===== src/pcm_fifo.sv =====
// shared constants and the small word fifo of the pcm timeslot block
`default_nettype none

package pcm_pkg;
  // clocking of the core and of the backplane link
  localparam int CORE_CLK_HZ = 10_000_000;
  localparam int BIT_CLK_HZ = 2_048_000;
  localparam int DBL_CLK_HZ = 4_096_000;
  localparam int FRAME_HZ = 8_000;
  // frame layout
  localparam int SLOTS = 32;
  localparam int FRAME_BITS = BIT_CLK_HZ / FRAME_HZ;
  localparam int POS_W = $clog2(FRAME_BITS);
  localparam int BIT_IDX_W = 3;
  localparam int SLOT_W = POS_W - BIT_IDX_W;
  localparam int BYTE_W = 8;
  localparam int E1_BUSES = 4;
  localparam int E1_VOICE = 8;
  localparam logic [BYTE_W-1:0] IDLE_BYTE = 8'hff;
  // fifo in the receive path
  localparam int FIFO_DEPTH = 8;
  localparam int FIFO_W = SLOT_W + BYTE_W;
  // double-rate clock loss time, longest time so rounded down
  localparam int DBL_LOSS_NS = 2000;
  localparam int CORE_NS = 1_000_000_000 / CORE_CLK_HZ;
  localparam logic [7:0] DBL_LOSS = 8'(DBL_LOSS_NS / CORE_NS);
  // strap field layout: address pins, slot switch, config switch
  localparam int ADDR_W = 5;
  localparam int SSW_W = 2;
  localparam int CSW_W = 5;
  localparam int CFG_SSW_LSB = ADDR_W;
  localparam int CFG_CSW_LSB = ADDR_W + SSW_W;
  localparam int CFG_W = CFG_CSW_LSB + CSW_W;
  localparam int STAT_W = ADDR_W + SSW_W;
  localparam int CSW_ALIGN_W = 3;
  // processor port bundle layout
  localparam int CPU_RD_BIT = 0;
  localparam int CPU_WR_BIT = 1;
  localparam int CPU_SEL_BIT = 2;
  localparam int CPU_DAT_LSB = 3;
  localparam int CPU_W = CPU_DAT_LSB + BYTE_W;
  localparam int DIN_W = 2;
  localparam int DOUT_W = 4;
endpackage

`timescale 1ns/10ps

// fifo with valid and ready on both sides
module pcm_fifo #(
  parameter int W = 13,
  parameter int D = 8
) (
  // clock and reset
  input wire logic core_clk,
  input wire logic sys_rst,
  // filling side
  input wire logic in_valid,
  input wire logic [W-1:0] in_data,
  output logic in_ready,
  // draining side
  output logic out_valid,
  output logic [W-1:0] out_data,
  input wire logic out_ready
);
  localparam int AW = $clog2(D);

  typedef struct packed {
    logic [D-1:0][W-1:0] mem; // word storage
    logic [AW-1:0] wp; // write pointer
    logic [AW-1:0] rp; // read pointer
    logic [AW:0] cnt; // words held
  } fifo_st_t;

  fifo_st_t cur, nxt;
  logic push, pop;

  // full refuses, empty withholds
  assign in_ready = (cur.cnt != (AW+1)'(D));
  assign out_valid = (cur.cnt != '0);
  assign out_data = cur.mem[cur.rp];
  assign push = in_valid && in_ready;
  assign pop = out_valid && out_ready;

  // pointer and count update
  always_comb begin
    nxt = cur;
    if (push) begin
      nxt.mem[cur.wp] = in_data;
      nxt.wp = (cur.wp == AW'(D-1)) ? '0 : cur.wp + 1'b1;
    end
    if (pop) begin
      nxt.rp = (cur.rp == AW'(D-1)) ? '0 : cur.rp + 1'b1;
    end
    if (push && !pop) begin
      nxt.cnt = cur.cnt + 1'b1;
    end else if (pop && !push) begin
      nxt.cnt = cur.cnt - 1'b1;
    end
  end

  // state register
  always_ff @(posedge core_clk or posedge sys_rst) begin
    if (sys_rst) begin
      cur <= '0;
    end else begin
      cur <= nxt;
    end
  end
endmodule // pcm_fifo

`default_nettype wire


===== src/pcm_timeslot.sv =====
// backplane pcm timeslot interface with time-switch matrix
`default_nettype none
`timescale 1ns/10ps

// How it works
// - 32 slots per frame at 2.048 MHz
// - drive 8 kHz frame sync at frame start
// - receive all 32 slots every frame
// - transmit organised as 32 slots per frame
// - transmit buffer enabled only in transmission phase
// - enable transmit only in assigned segment
// - seven strap inputs configure slot assignment
// - processor can read address pins and switch
// - config switch selects mode, aligns frame sync
// - backplane receive feeds matrix main input
// - matrix main output drives backplane transmit
// - four internal 2.048 MHz e1 buses generated
// - bus n uses matrix input/output n
// - two input buffers, four output flops
module pcm_timeslot
  import pcm_pkg::*;
(
  // core clock and reset
  input wire logic core_clk,
  input wire logic sys_rst,
  // backplane clocks, sampled by core_clk
  input wire logic bit_clock_2m,
  input wire logic double_rate_clock,
  // backplane pcm highway
  input wire logic backplane_rx_data,
  output logic backplane_tx_data,
  output logic backplane_tx_oe,
  output logic frame_sync_8k,
  // internal e1 buses, bit n-1 is bus n
  input wire logic [E1_BUSES-1:0] e1_bus_rx,
  output logic [E1_BUSES-1:0] e1_bus_tx,
  // straps
  input wire logic [ADDR_W-1:0] addr_pins,
  input wire logic [SSW_W-1:0] slot_select_switch,
  input wire logic [CSW_W-1:0] config_select_switch,
  output logic [STAT_W-1:0] config_status,
  output logic [CSW_W-1:0] config_mode,
  // processor digital i/o port
  input wire logic cpu_rd,
  input wire logic cpu_wr,
  input wire logic cpu_sel,
  input wire logic [BYTE_W-1:0] cpu_data_in,
  output logic [BYTE_W-1:0] cpu_data_out,
  output logic cpu_data_oe,
  input wire logic [DIN_W-1:0] digital_in,
  output logic [DOUT_W-1:0] digital_out,
  // health
  output logic rx_overrun,
  output logic clocks_ok
);

  typedef struct packed {
    // synchronisers, first stage feeds only second
    logic bclk_s1;
    logic bclk_s2;
    logic bclk_d; // previous bit clock level
    logic dclk_s1;
    logic dclk_s2;
    logic dclk_d; // previous double clock level
    logic [E1_BUSES:0] rx_s1; // bit 0 main, above e1
    logic [E1_BUSES:0] rx_s2;
    logic [CFG_W-1:0] cfg_s1;
    logic [CFG_W-1:0] cfg_s2;
    logic [CPU_W-1:0] cpu_s1;
    logic [CPU_W-1:0] cpu_s2;
    logic cpu_wd; // previous write strobe
    logic [DIN_W-1:0] din_s1;
    logic [DIN_W-1:0] din_s2;
    // frame position, slot and bit
    logic [POS_W-1:0] pos;
    // receive shifters, one per matrix input
    logic [E1_BUSES:0][BYTE_W-1:0] shift;
    // matrix memories
    logic [SLOTS-1:0][BYTE_W-1:0] main_mem; // from backplane
    logic [SLOTS-1:0][BYTE_W-1:0] e1_mem; // from e1 buses
    logic started; // first frame completed
    logic [7:0] dbl_age; // cycles since double clock edge
    // registered outputs
    logic tx;
    logic oe;
    logic fs;
    logic [E1_BUSES-1:0] e1tx;
    logic [STAT_W-1:0] cfg_stat;
    logic [CSW_W-1:0] cfg_mode;
    logic [BYTE_W-1:0] cpu_out;
    logic cpu_oe;
    logic [DOUT_W-1:0] dout;
    logic overrun;
    logic clk_ok;
  } st_t;

  st_t cur, nxt;

  // edges of the sampled bit clock
  logic b_rise, b_fall;
  assign b_rise = cur.bclk_s2 && !cur.bclk_d;
  assign b_fall = !cur.bclk_s2 && cur.bclk_d;

  // current and next frame position split
  logic [POS_W-1:0] pos_inc;
  logic [SLOT_W-1:0] cslot, nslot;
  logic [BIT_IDX_W-1:0] nbit;
  assign pos_inc = cur.pos + 1'b1;
  assign cslot = cur.pos[POS_W-1:BIT_IDX_W];
  assign nslot = pos_inc[POS_W-1:BIT_IDX_W];
  assign nbit = pos_inc[BIT_IDX_W-1:0];

  // e1 voice slots start at one; slot zero wraps out of range
  logic [SLOT_W-1:0] c_voice, n_voice;
  assign c_voice = cslot - 1'b1;
  assign n_voice = nslot - 1'b1;

  // a whole byte arrives on the rising edge of bit seven
  logic byte_done, e1_wr;
  assign byte_done = b_rise && (cur.pos[BIT_IDX_W-1:0] == '1);
  assign e1_wr = byte_done && (c_voice < SLOT_W'(E1_VOICE));

  // strap fields after synchronising
  logic [ADDR_W-1:0] seg_start;
  logic [SSW_W-1:0] seg_code;
  logic [CSW_ALIGN_W-1:0] align;
  assign seg_start = cur.cfg_s2[ADDR_W-1:0];
  assign seg_code = cur.cfg_s2[CFG_SSW_LSB +: SSW_W];
  assign align = cur.cfg_s2[CFG_CSW_LSB +: CSW_ALIGN_W];

  // segment starts at the address pins, 1, 2, 4 or 8 slots long
  logic [SLOT_W:0] seg_len;
  logic [SLOT_W-1:0] n_rel, c_rel;
  assign seg_len = (SLOT_W+1)'(1) << seg_code;
  assign n_rel = nslot - seg_start;
  assign c_rel = cslot - seg_start;

  // sync moved earlier by the align bits of the config switch
  logic [POS_W-1:0] fs_at;
  assign fs_at = POS_W'(0) - POS_W'(align);

  // receive fifo: main bytes tagged with their slot
  logic f_in_ready, f_out_valid, f_out_ready;
  logic [FIFO_W-1:0] f_in_data, f_out_data;
  assign f_in_data = {cslot, cur.shift[0][BYTE_W-2:0], cur.rx_s2[0]};
  // drain stalls while the e1 byte takes the write cycle
  assign f_out_ready = !e1_wr;

  pcm_fifo #(
    .W(FIFO_W),
    .D(FIFO_DEPTH)
  ) u_rx_fifo (
    .core_clk(core_clk),
    .sys_rst(sys_rst),
    .in_valid(byte_done),
    .in_data(f_in_data),
    .in_ready(f_in_ready),
    .out_valid(f_out_valid),
    .out_data(f_out_data),
    .out_ready(f_out_ready)
  );

  // matrix output bits toward the e1 buses, one per bus
  logic [E1_BUSES-1:0] e1_bit;
  generate
    for (genvar n = 0; n < E1_BUSES; n++) begin : g_e1
      // voice slots carry backplane bytes, others idle
      assign e1_bit[n] = (n_voice < SLOT_W'(E1_VOICE)) ?
        cur.main_mem[{2'(n), n_voice[BIT_IDX_W-1:0]}][~nbit] :
        IDLE_BYTE[~nbit];
    end
  endgenerate

  // next state of the whole block
  always_comb begin
    nxt = cur;
    // two-flop synchronisers for every pin
    nxt.bclk_s1 = bit_clock_2m;
    nxt.bclk_s2 = cur.bclk_s1;
    nxt.bclk_d = cur.bclk_s2;
    nxt.dclk_s1 = double_rate_clock;
    nxt.dclk_s2 = cur.dclk_s1;
    nxt.dclk_d = cur.dclk_s2;
    nxt.rx_s1 = {e1_bus_rx, backplane_rx_data};
    nxt.rx_s2 = cur.rx_s1;
    nxt.cfg_s1 = {config_select_switch, slot_select_switch, addr_pins};
    nxt.cfg_s2 = cur.cfg_s1;
    nxt.cpu_s1 = {cpu_data_in, cpu_sel, cpu_wr, cpu_rd};
    nxt.cpu_s2 = cur.cpu_s1;
    nxt.din_s1 = digital_in;
    nxt.din_s2 = cur.din_s1;

    // double-rate clock watchdog, saturating age
    if (cur.dclk_s2 != cur.dclk_d) begin
      nxt.dbl_age = '0;
    end else if (cur.dbl_age != DBL_LOSS) begin
      nxt.dbl_age = cur.dbl_age + 8'h01;
    end
    nxt.clk_ok = (nxt.dbl_age != DBL_LOSS);

    // sample all matrix inputs on the rising edge
    if (b_rise) begin
      for (int i = 0; i <= E1_BUSES; i++) begin
        nxt.shift[i] = {cur.shift[i][BYTE_W-2:0], cur.rx_s2[i]};
      end
    end
    // e1 voice bytes land straight in their slot
    if (e1_wr) begin
      for (int i = 0; i < E1_BUSES; i++) begin
        nxt.e1_mem[{2'(i), c_voice[BIT_IDX_W-1:0]}] =
          {cur.shift[i+1][BYTE_W-2:0], cur.rx_s2[i+1]};
      end
    end
    // backplane bytes reach the matrix through the fifo
    if (f_out_valid && f_out_ready) begin
      nxt.main_mem[f_out_data[FIFO_W-1:BYTE_W]] =
        f_out_data[BYTE_W-1:0];
    end
    // a byte refused by a full fifo is lost, flag it
    if (byte_done && !f_in_ready) begin
      nxt.overrun = 1'b1;
    end

    // new bit position and outputs on the falling edge
    if (b_fall) begin
      nxt.pos = pos_inc;
      if (pos_inc == '0) begin
        nxt.started = 1'b1;
      end
      nxt.fs = (pos_inc == fs_at);
      nxt.oe = nxt.started && ({1'b0, n_rel} < seg_len);
      // slot s carries bus s/8+1, voice slot s%8+1
      nxt.tx = cur.e1_mem[nslot][~nbit];
      nxt.e1tx = e1_bit;
    end
    // no transmit phase while the timing clock is lost
    if (!nxt.clk_ok) begin
      nxt.oe = 1'b0;
    end
    // line data held low whenever the buffer is off
    if (!nxt.oe) begin
      nxt.tx = 1'b0;
    end

    // strap readback and mode bits
    nxt.cfg_stat = cur.cfg_s2[STAT_W-1:0];
    nxt.cfg_mode = cur.cfg_s2[CFG_CSW_LSB +: CSW_W];

    // processor port: read drives the data bus
    nxt.cpu_oe = cur.cpu_s2[CPU_RD_BIT];
    if (cur.cpu_s2[CPU_SEL_BIT]) begin
      nxt.cpu_out = {1'b0, nxt.cfg_stat};
    end else begin
      nxt.cpu_out = {(BYTE_W-DIN_W)'(0), cur.din_s2};
    end
    // write latches the low nibble on the strobe edge
    nxt.cpu_wd = cur.cpu_s2[CPU_WR_BIT];
    if (cur.cpu_s2[CPU_WR_BIT] && !cur.cpu_wd) begin
      nxt.dout = cur.cpu_s2[CPU_DAT_LSB +: DOUT_W];
    end
  end

  // state register; all outputs come from here
  always_ff @(posedge core_clk or posedge sys_rst) begin
    if (sys_rst) begin
      cur <= '0;
    end else begin
      cur <= nxt;
    end
  end

  // outputs straight from flops
  assign backplane_tx_data = cur.tx;
  assign backplane_tx_oe = cur.oe;
  assign frame_sync_8k = cur.fs;
  assign e1_bus_tx = cur.e1tx;
  assign config_status = cur.cfg_stat;
  assign config_mode = cur.cfg_mode;
  assign cpu_data_out = cur.cpu_out;
  assign cpu_data_oe = cur.cpu_oe;
  assign digital_out = cur.dout;
  assign rx_overrun = cur.overrun;
  assign clocks_ok = cur.clk_ok;
endmodule // pcm_timeslot

`default_nettype wire


===== config.mk =====
export PLATFORM = sky130hd
export DESIGN_NAME = pcm_timeslot
export DESIGN_NICKNAME = d
export VERILOG_FILES = /design/src/pcm_fifo.sv /design/src/pcm_timeslot.sv
export SDC_FILE = /design/constraint.sdc
export NUM_CORES = 2
export LEC_CHECK = 0
export ABC_AREA = 1
export BUFFER_PORTS_ARGS = -buffer_cell sky130_fd_sc_hd__buf_2
export CAP_MARGIN = 10
export CORE_MARGIN = 3
export CORE_UTILIZATION = 55
export DETAILED_ROUTE_END_ITERATION = 7
export GPL_TIMING_DRIVEN = 0
export PLACE_DENSITY = 0.77
export SLEW_MARGIN = 25
export SYNTH_ARGS = -nofsm -noshare
export SYNTH_HDL_FRONTEND = slang
export SYNTH_SLANG_ARGS = --single-unit

===== constraint.sdc =====
create_clock -name core_clk -period 39.5 [get_ports core_clk]
set_clock_uncertainty 0.05 [all_clocks]
set_input_delay 3.95 -clock core_clk [delete_from_list [all_inputs] [get_ports core_clk]]
set_output_delay 3.95 -clock core_clk [all_outputs]
set_load 0.02 [all_outputs]

* After elaboration in Yosys (flattened, before gate mapping)
Memory sizes are Yosys's and may differ from the RTL's. Index checks and enable logic that the tools add are counted.
Operators by class: divide/modulo/power cells 0, mux-type cells 57, equality and inequality tests 9, order comparisons 22, bitwise logic cells 1, $add $sub $neg 10, multipliers 0, reductions and logical operators 27, shifts and indexed selects 1
Operators by type and width (count):
- $bwmux 256 | 5
- $bwmux 104 | 1
- $bmux 8 s3 | 4
- $demux 8 s3 | 4
- $mux 8 | 12
- $bmux 8 s5 | 1
- $demux 8 s5 | 1
- $bmux 13 s3 | 1
- $demux 13 s3 | 1
- $lt 5x6->1 const B | 6
- $mux 13 | 2
- $logic_and 1x1->1 | 17
- $add 8x1->8 const B | 2
- $ne 8x5->1 const B | 2
- $bmux 1 s3 | 5
- $ge 5x1->1 const B | 3
- $mux 1 | 14
- $mux 7 | 2
- $lt 3x4->1 const B | 3
- $lt 3x6->1 const B | 2
- $lt 4x6->1 const B | 2
- $lt 5x4->1 const B | 2
- $sub 5x1->5 const B | 2
- $eq 3x3->1 const B | 3
- 20 further kinds | 30
Storage, ports and cells: latch bits 0, ROM bits 8, memories kept 1, register bits after elaboration 771, bits of input ports 34, memory bits (writable) 0
Memories:
- (name not given) | words 8, width 1, rd ports 1, clocked after memory_dff 0, write ports 0, RTL line pcm_timeslot.sv:170 | IDLE_BYTE[~nbit];

* Logic depth before layout (Yosys ltp)
depth in word-level cells 10, depth in mapped cells 23, mapped depth without buffers 20

* By module
A second synthesis with hierarchy kept.
Unflattened totals: cell total of the unflattened synthesis 4209, area, all modules 35342.6 µm²
By module, submodules not included:
- pcm_timeslot | cells an instance 3303, area each 29090.4 µm², instances 1, seq. area each 16415.7 µm²
- pcm_fifo | cells an instance 906, area each 6252.2 µm², instances 1, seq. area each 2852.7 µm²

* Worst setup path after synthesis
Ideal clock, no wire load.
path kind register to output, start point register cur (netlist bit e1_bus_tx[3]), end point output port e1_bus_tx[3], path slack 34.999 ns, required time 35.500 ns, arrival time 0.501 ns, path buffers 1, cell stages (with the launch flop) 2, cells stage by stage dfrtp_1 -> buf_4
RTL lines:
- start, declared | RTL line pcm_timeslot.sv:97 | st_t cur, nxt;
- start signal, assigned | RTL line pcm_timeslot.sv:268 | cur <= nxt;
- end, declared | RTL line pcm_timeslot.sv:36 | output logic [E1_BUSES-1:0] e1_bus_tx,
No word-level cell between the ends.

* Worst setup path in the final report
start point register cur (netlist bit e1_bus_tx[1]), end point output port e1_bus_tx[1]
No word-level cell between the ends.

==> results by group <==
Clock network
  • Clk Latency, worst-skew pair: 640 ps
  • Hold_buf cts: 0
  • TritonCTS Buffers: 81
  • CTS-repair resized insts: 0
  • Buffer depth of the longest clock path: 3
  • Reg clk slew, reported paths: 60 ps
  • Number of sinks handled by clock tree synthesis: 770
  • CTS tree: yes
  • Clock Tree Root: sky130_fd_sc_hd__clkbuf_16
  • Buffer count from post-CTS setup fixing: 0
  • H-tree level count: 3

Detailed routing
  • Detailed-routed wire length on met3: 14.8 mm
  • DRC violation count after routing: 1
  • TritonRoute pass-1 iters: 8
  • Via density per instance: 6.09
  • Routed wire length: 116 mm
  • Total via count after detailed routing: 30.9k
  • Post-DRT Antenna Nets: 0
  • Metal1 wirelength: 43.4 mm
  • Metal2 WL: 50.4 mm
  • Iteration-0 DRC count of the detailed router: 4557
  • DR top layer: met5
  • Wire length per cell after detailed routing: 22.9 microns

Global route
  • Maximum number of pins on one net before global-route repair: 103
  • Overflow left after global routing: 0
  • Wire length of the first global-routing pass: 176 mm
  • Number of antenna violations at the first check in global routing: 2
  • Overall track demand over capacity in global routing: 34.9%
  • Number of global-route vias before repair: 29.7k

STA
  • Number of max-slew violations in the final report: 0
  • Tightest Pin Transition: 1110 ps
  • Count of final setup violators: 0
  • Tcrit/Tclk final: 13.6%
  • Unrepaired setup endpoints after global routing: false
  • Count of endpoints failing hold in the final timing report: 0
  • TNS Setup: 0 ps
  • Final critical-path required period: 5380 ps
  • Normalized max-slew margin: 26.3%
  • Worst hold slack: 295 ps
  • Maximum achievable frequency: 0.186 GHz

Pwr
  • Leakage dissipation: 0.0178 uW
  • Power per cell area: 86.8 mW/mm^2
  • Final total power: 3370 uW
  • Max VDD drop: 0.0000563 V

Worst setup path
  • Worst path required time: 35500 ps
  • CP Class: register to output port
  • Arr. time, crit path: 1380 ps
  • Launching element type of the critical path: register
  • Setup crit end kind: output port
  • Largest fanout on the critical path: 2
  • Reg-to-reg setup timing slack: 34330 ps

Yosys
  • Syn_area_per_cell: 8.59 sq um
  • Total number of yosys warnings: 0
  • Total of flip-flops plus latches after synthesis: 770
  • Cell Area, Synth: 0.0345 sq mm
  • Share of the yosys chip area belonging to registers: 55.8%
  • Yosys cell types: 53
  • Syn_nets: 4082
  • Gate Count Post-Synth: 4023

Final layout
  • Fraction of final layout cells with drive strength greater than 1: 10.7%
  • Filler Cell Count: 5231
  • Syn-to-layout area delta: 12.5%
  • Number of nets in the final layout: 4235

Place
  • Placed wire-length estimate: 77.3 mm
  • Count of input and output buffers: 62
  • Final weighted congestion in routability-driven placement: 1.01

Run status
  • Violated checks: DRC
  • Status: finished, violations left

Floorplan
  • Die area: 0.0658 sq mm
  • Cell row count: 91
  • Number of I/O pins: 68
  • Initial core utilization: 55.8%
  • Die Y: 257 microns
  • Die X-Extent: 257 microns
  • Area inside the core boundary: 0.0619 sq mm

Hold path
  • Min-Delay Path Class: register to register

Job
  • Max-cap violation count: 0
==> cell type report <==
cell class / count / area (sq um) / area share (%)
flip-flops and latches: 770 / 19300 / 49.6
multi-input cells: 2780 / 13100 / 33.7
clock buffers: 115 / 2320 / 5.97
plain buffers: 276 / 1420 / 3.66
well taps: 837 / 1050 / 2.70
inverters: 197 / 763 / 1.96
repair buffers: 70 / 531 / 1.37
clock inverters: 28 / 395 / 1.02
diodes: 2 / 5.00 / 0.0129
==> metal layers <==
layer	global-route usage (%)	up-vias
met5	0	-
met4	20.2	4
met3	10.7	529
met2	51.7	2033
met1	45.6	14800
li1	-	13500
==> Yosys cell counts (all sizes together) <==
| master | number | area (sq um) |
|---|---|---|
| nand2 | 1259 | 4870 |
| o21ai | 795 | 4020 |
| dfrtp | 770 | 19300 |
| nand3 | 235 | 1240 |
| inv | 193 | 739 |
| nor2 | 186 | 875 |
| a21oi | 150 | 751 |
| buf | 150 | 950 |
| clkbuf | 126 | 473 |
| o211ai | 28 | 210 |
| nand4 | 27 | 175 |
| o22ai | 26 | 169 |
| ha | 23 | 288 |
| xor2 | 12 | 128 |
| xnor2 | 10 | 87.6 |
| mux2 | 6 | 67.6 |
| clkinv | 4 | 16.3 |
| or2 | 4 | 25.0 |
| a31oi | 3 | 33.8 |
| nor4 | 3 | 40.0 |
| a211oi | 2 | 15.0 |
| fa | 2 | 40.0 |
| nor3 | 2 | 10.0 |
| a21boi | 1 | 7.51 |
| a21o | 1 | 7.51 |
| conb | 1 | 3.75 |
| nand3b | 1 | 7.51 |
| o2111ai | 1 | 8.76 |
| o21ba | 1 | 10.0 |
| o21bai | 1 | 7.51 |
==> registers in the layout, indices dropped and copies added (netlist names) <==
| signal | cells |
|---|---|
| clocks_ok | 1 |
| config_status | 7 |
| cur | 615 |
| frame_sync_8k | 1 |
| u_rx_fifo.cur | 114 |
| e1_bus_tx | 4 |
| rx_overrun | 1 |
| align | 3 |
| cpu_data_out | 7 |
| digital_out | 4 |
| backplane_tx_data | 1 |
| cpu_data_oe | 1 |
| backplane_tx_oe | 1 |
| cslot | 5 |
| config_mode | 5 |
==> report_power, final <==
part           leakage [uW]  total, uW  internal (uW)  switching [uW]
logic               0.00607       1580            395            1190
registers            0.0104        999            921            77.4
clock network       0.00134        789            462             327
total                0.0178       3370           1780            1590
==> cell families after synthesis <==
group | after synthesis | share of synthesized area, %
adders and majority gates | 25 | 0.949
DFF | 770 | 55.8
AOI/OAI and AO/OA | 1009 | 15.2
xor gates and xnor gates | 22 | 0.623
and+or+nand+nor | 1717 | 20.9
muxes | 6 | 0.196
buffers and inverters | 473 | 6.31
other | 1 | 0.0109
==> cells in the final DEF, fill, tap and decap left out, types with 4 or more instances in the layout <==
cell | synthesis | layout
sky130_fd_sc_hd__or2_2 | 4 | 4
sky130_fd_sc_hd__a21oi_1 | 150 | 150
sky130_fd_sc_hd__nand4_1 | 26 | 26
sky130_fd_sc_hd__bufinv_16 | 0 | 8
sky130_fd_sc_hd__inv_2 | 16 | 16
sky130_fd_sc_hd__inv_1 | 172 | 171
sky130_fd_sc_hd__o21ai_0 | 566 | 566
sky130_fd_sc_hd__buf_16 | 0 | 8
sky130_fd_sc_hd__nand2_1 | 1223 | 1223
sky130_fd_sc_hd__o22ai_1 | 25 | 25
sky130_fd_sc_hd__nand3_2 | 7 | 7
sky130_fd_sc_hd__nand2_2 | 26 | 26
sky130_fd_sc_hd__nand2_4 | 10 | 10
sky130_fd_sc_hd__inv_6 | 1 | 5
sky130_fd_sc_hd__ha_1 | 23 | 23
sky130_fd_sc_hd__dfrtp_1 | 770 | 770
sky130_fd_sc_hd__clkinv_2 | 1 | 14
sky130_fd_sc_hd__clkbuf_1 | 126 | 146
sky130_fd_sc_hd__nor2_4 | 16 | 16
sky130_fd_sc_hd__nand3_1 | 226 | 226
sky130_fd_sc_hd__nor2_1 | 164 | 164
sky130_fd_sc_hd__buf_6 | 10 | 10
sky130_fd_sc_hd__mux2_2 | 6 | 6
sky130_fd_sc_hd__buf_2 | 81 | 143
sky130_fd_sc_hd__o21ai_1 | 223 | 223
sky130_fd_sc_hd__o211ai_1 | 28 | 28
sky130_fd_sc_hd__clkbuf_16 | 0 | 83
sky130_fd_sc_hd__xnor2_1 | 10 | 10
sky130_fd_sc_hd__xor2_1 | 9 | 9
sky130_fd_sc_hd__buf_4 | 56 | 56
sky130_fd_sc_hd__inv_4 | 4 | 4
sky130_fd_sc_hd__clkbuf_8 | 0 | 12
==> worst max-delay path: stages (launching register included) <==
cell,delay [ps]
sky130_fd_sc_hd__dfrtp_1,440
sky130_fd_sc_hd__buf_4,160
sky130_fd_sc_hd__buf_2,150
==> through the flow <==
step / util, % / worst slack, ps / std cells / cell area, sq um
floorplan: - / 13890 / 4023 / 34500
global placement: 58.0 / 5780 / 4922 / 35900
detailed placement: 58.3 / 33700 / 4930 / 36100
CTS: 62.7 / 34110 / 5073 / 38800
global route: 62.7 / 34110 / 5073 / 38800
finish: 62.7 / 34120 / 5075 / 38800
==> path summary, 6_finish.rpt <==
path	start	to	depth (start not counted)
max	e1_bus_tx[1]$_DFFE_PP0P_	e1_bus_tx[1]	2
min	cur[620]$_DFF_PP0_	cur[609]$_DFF_PP0_	0
max reg2reg	cur[595]$_DFFE_PP0P_	e1_bus_tx[2]$_DFFE_PP0P_	18
min reg2reg	cur[620]$_DFF_PP0_	cur[609]$_DFF_PP0_	0
max in group asynchronous	sys_rst	cur[40]$_DFF_PP0_	5
min in group asynchronous	sys_rst	cur[619]$_DFF_PP0_	2
No activity file was read; power rests on OpenSTA's default activity.
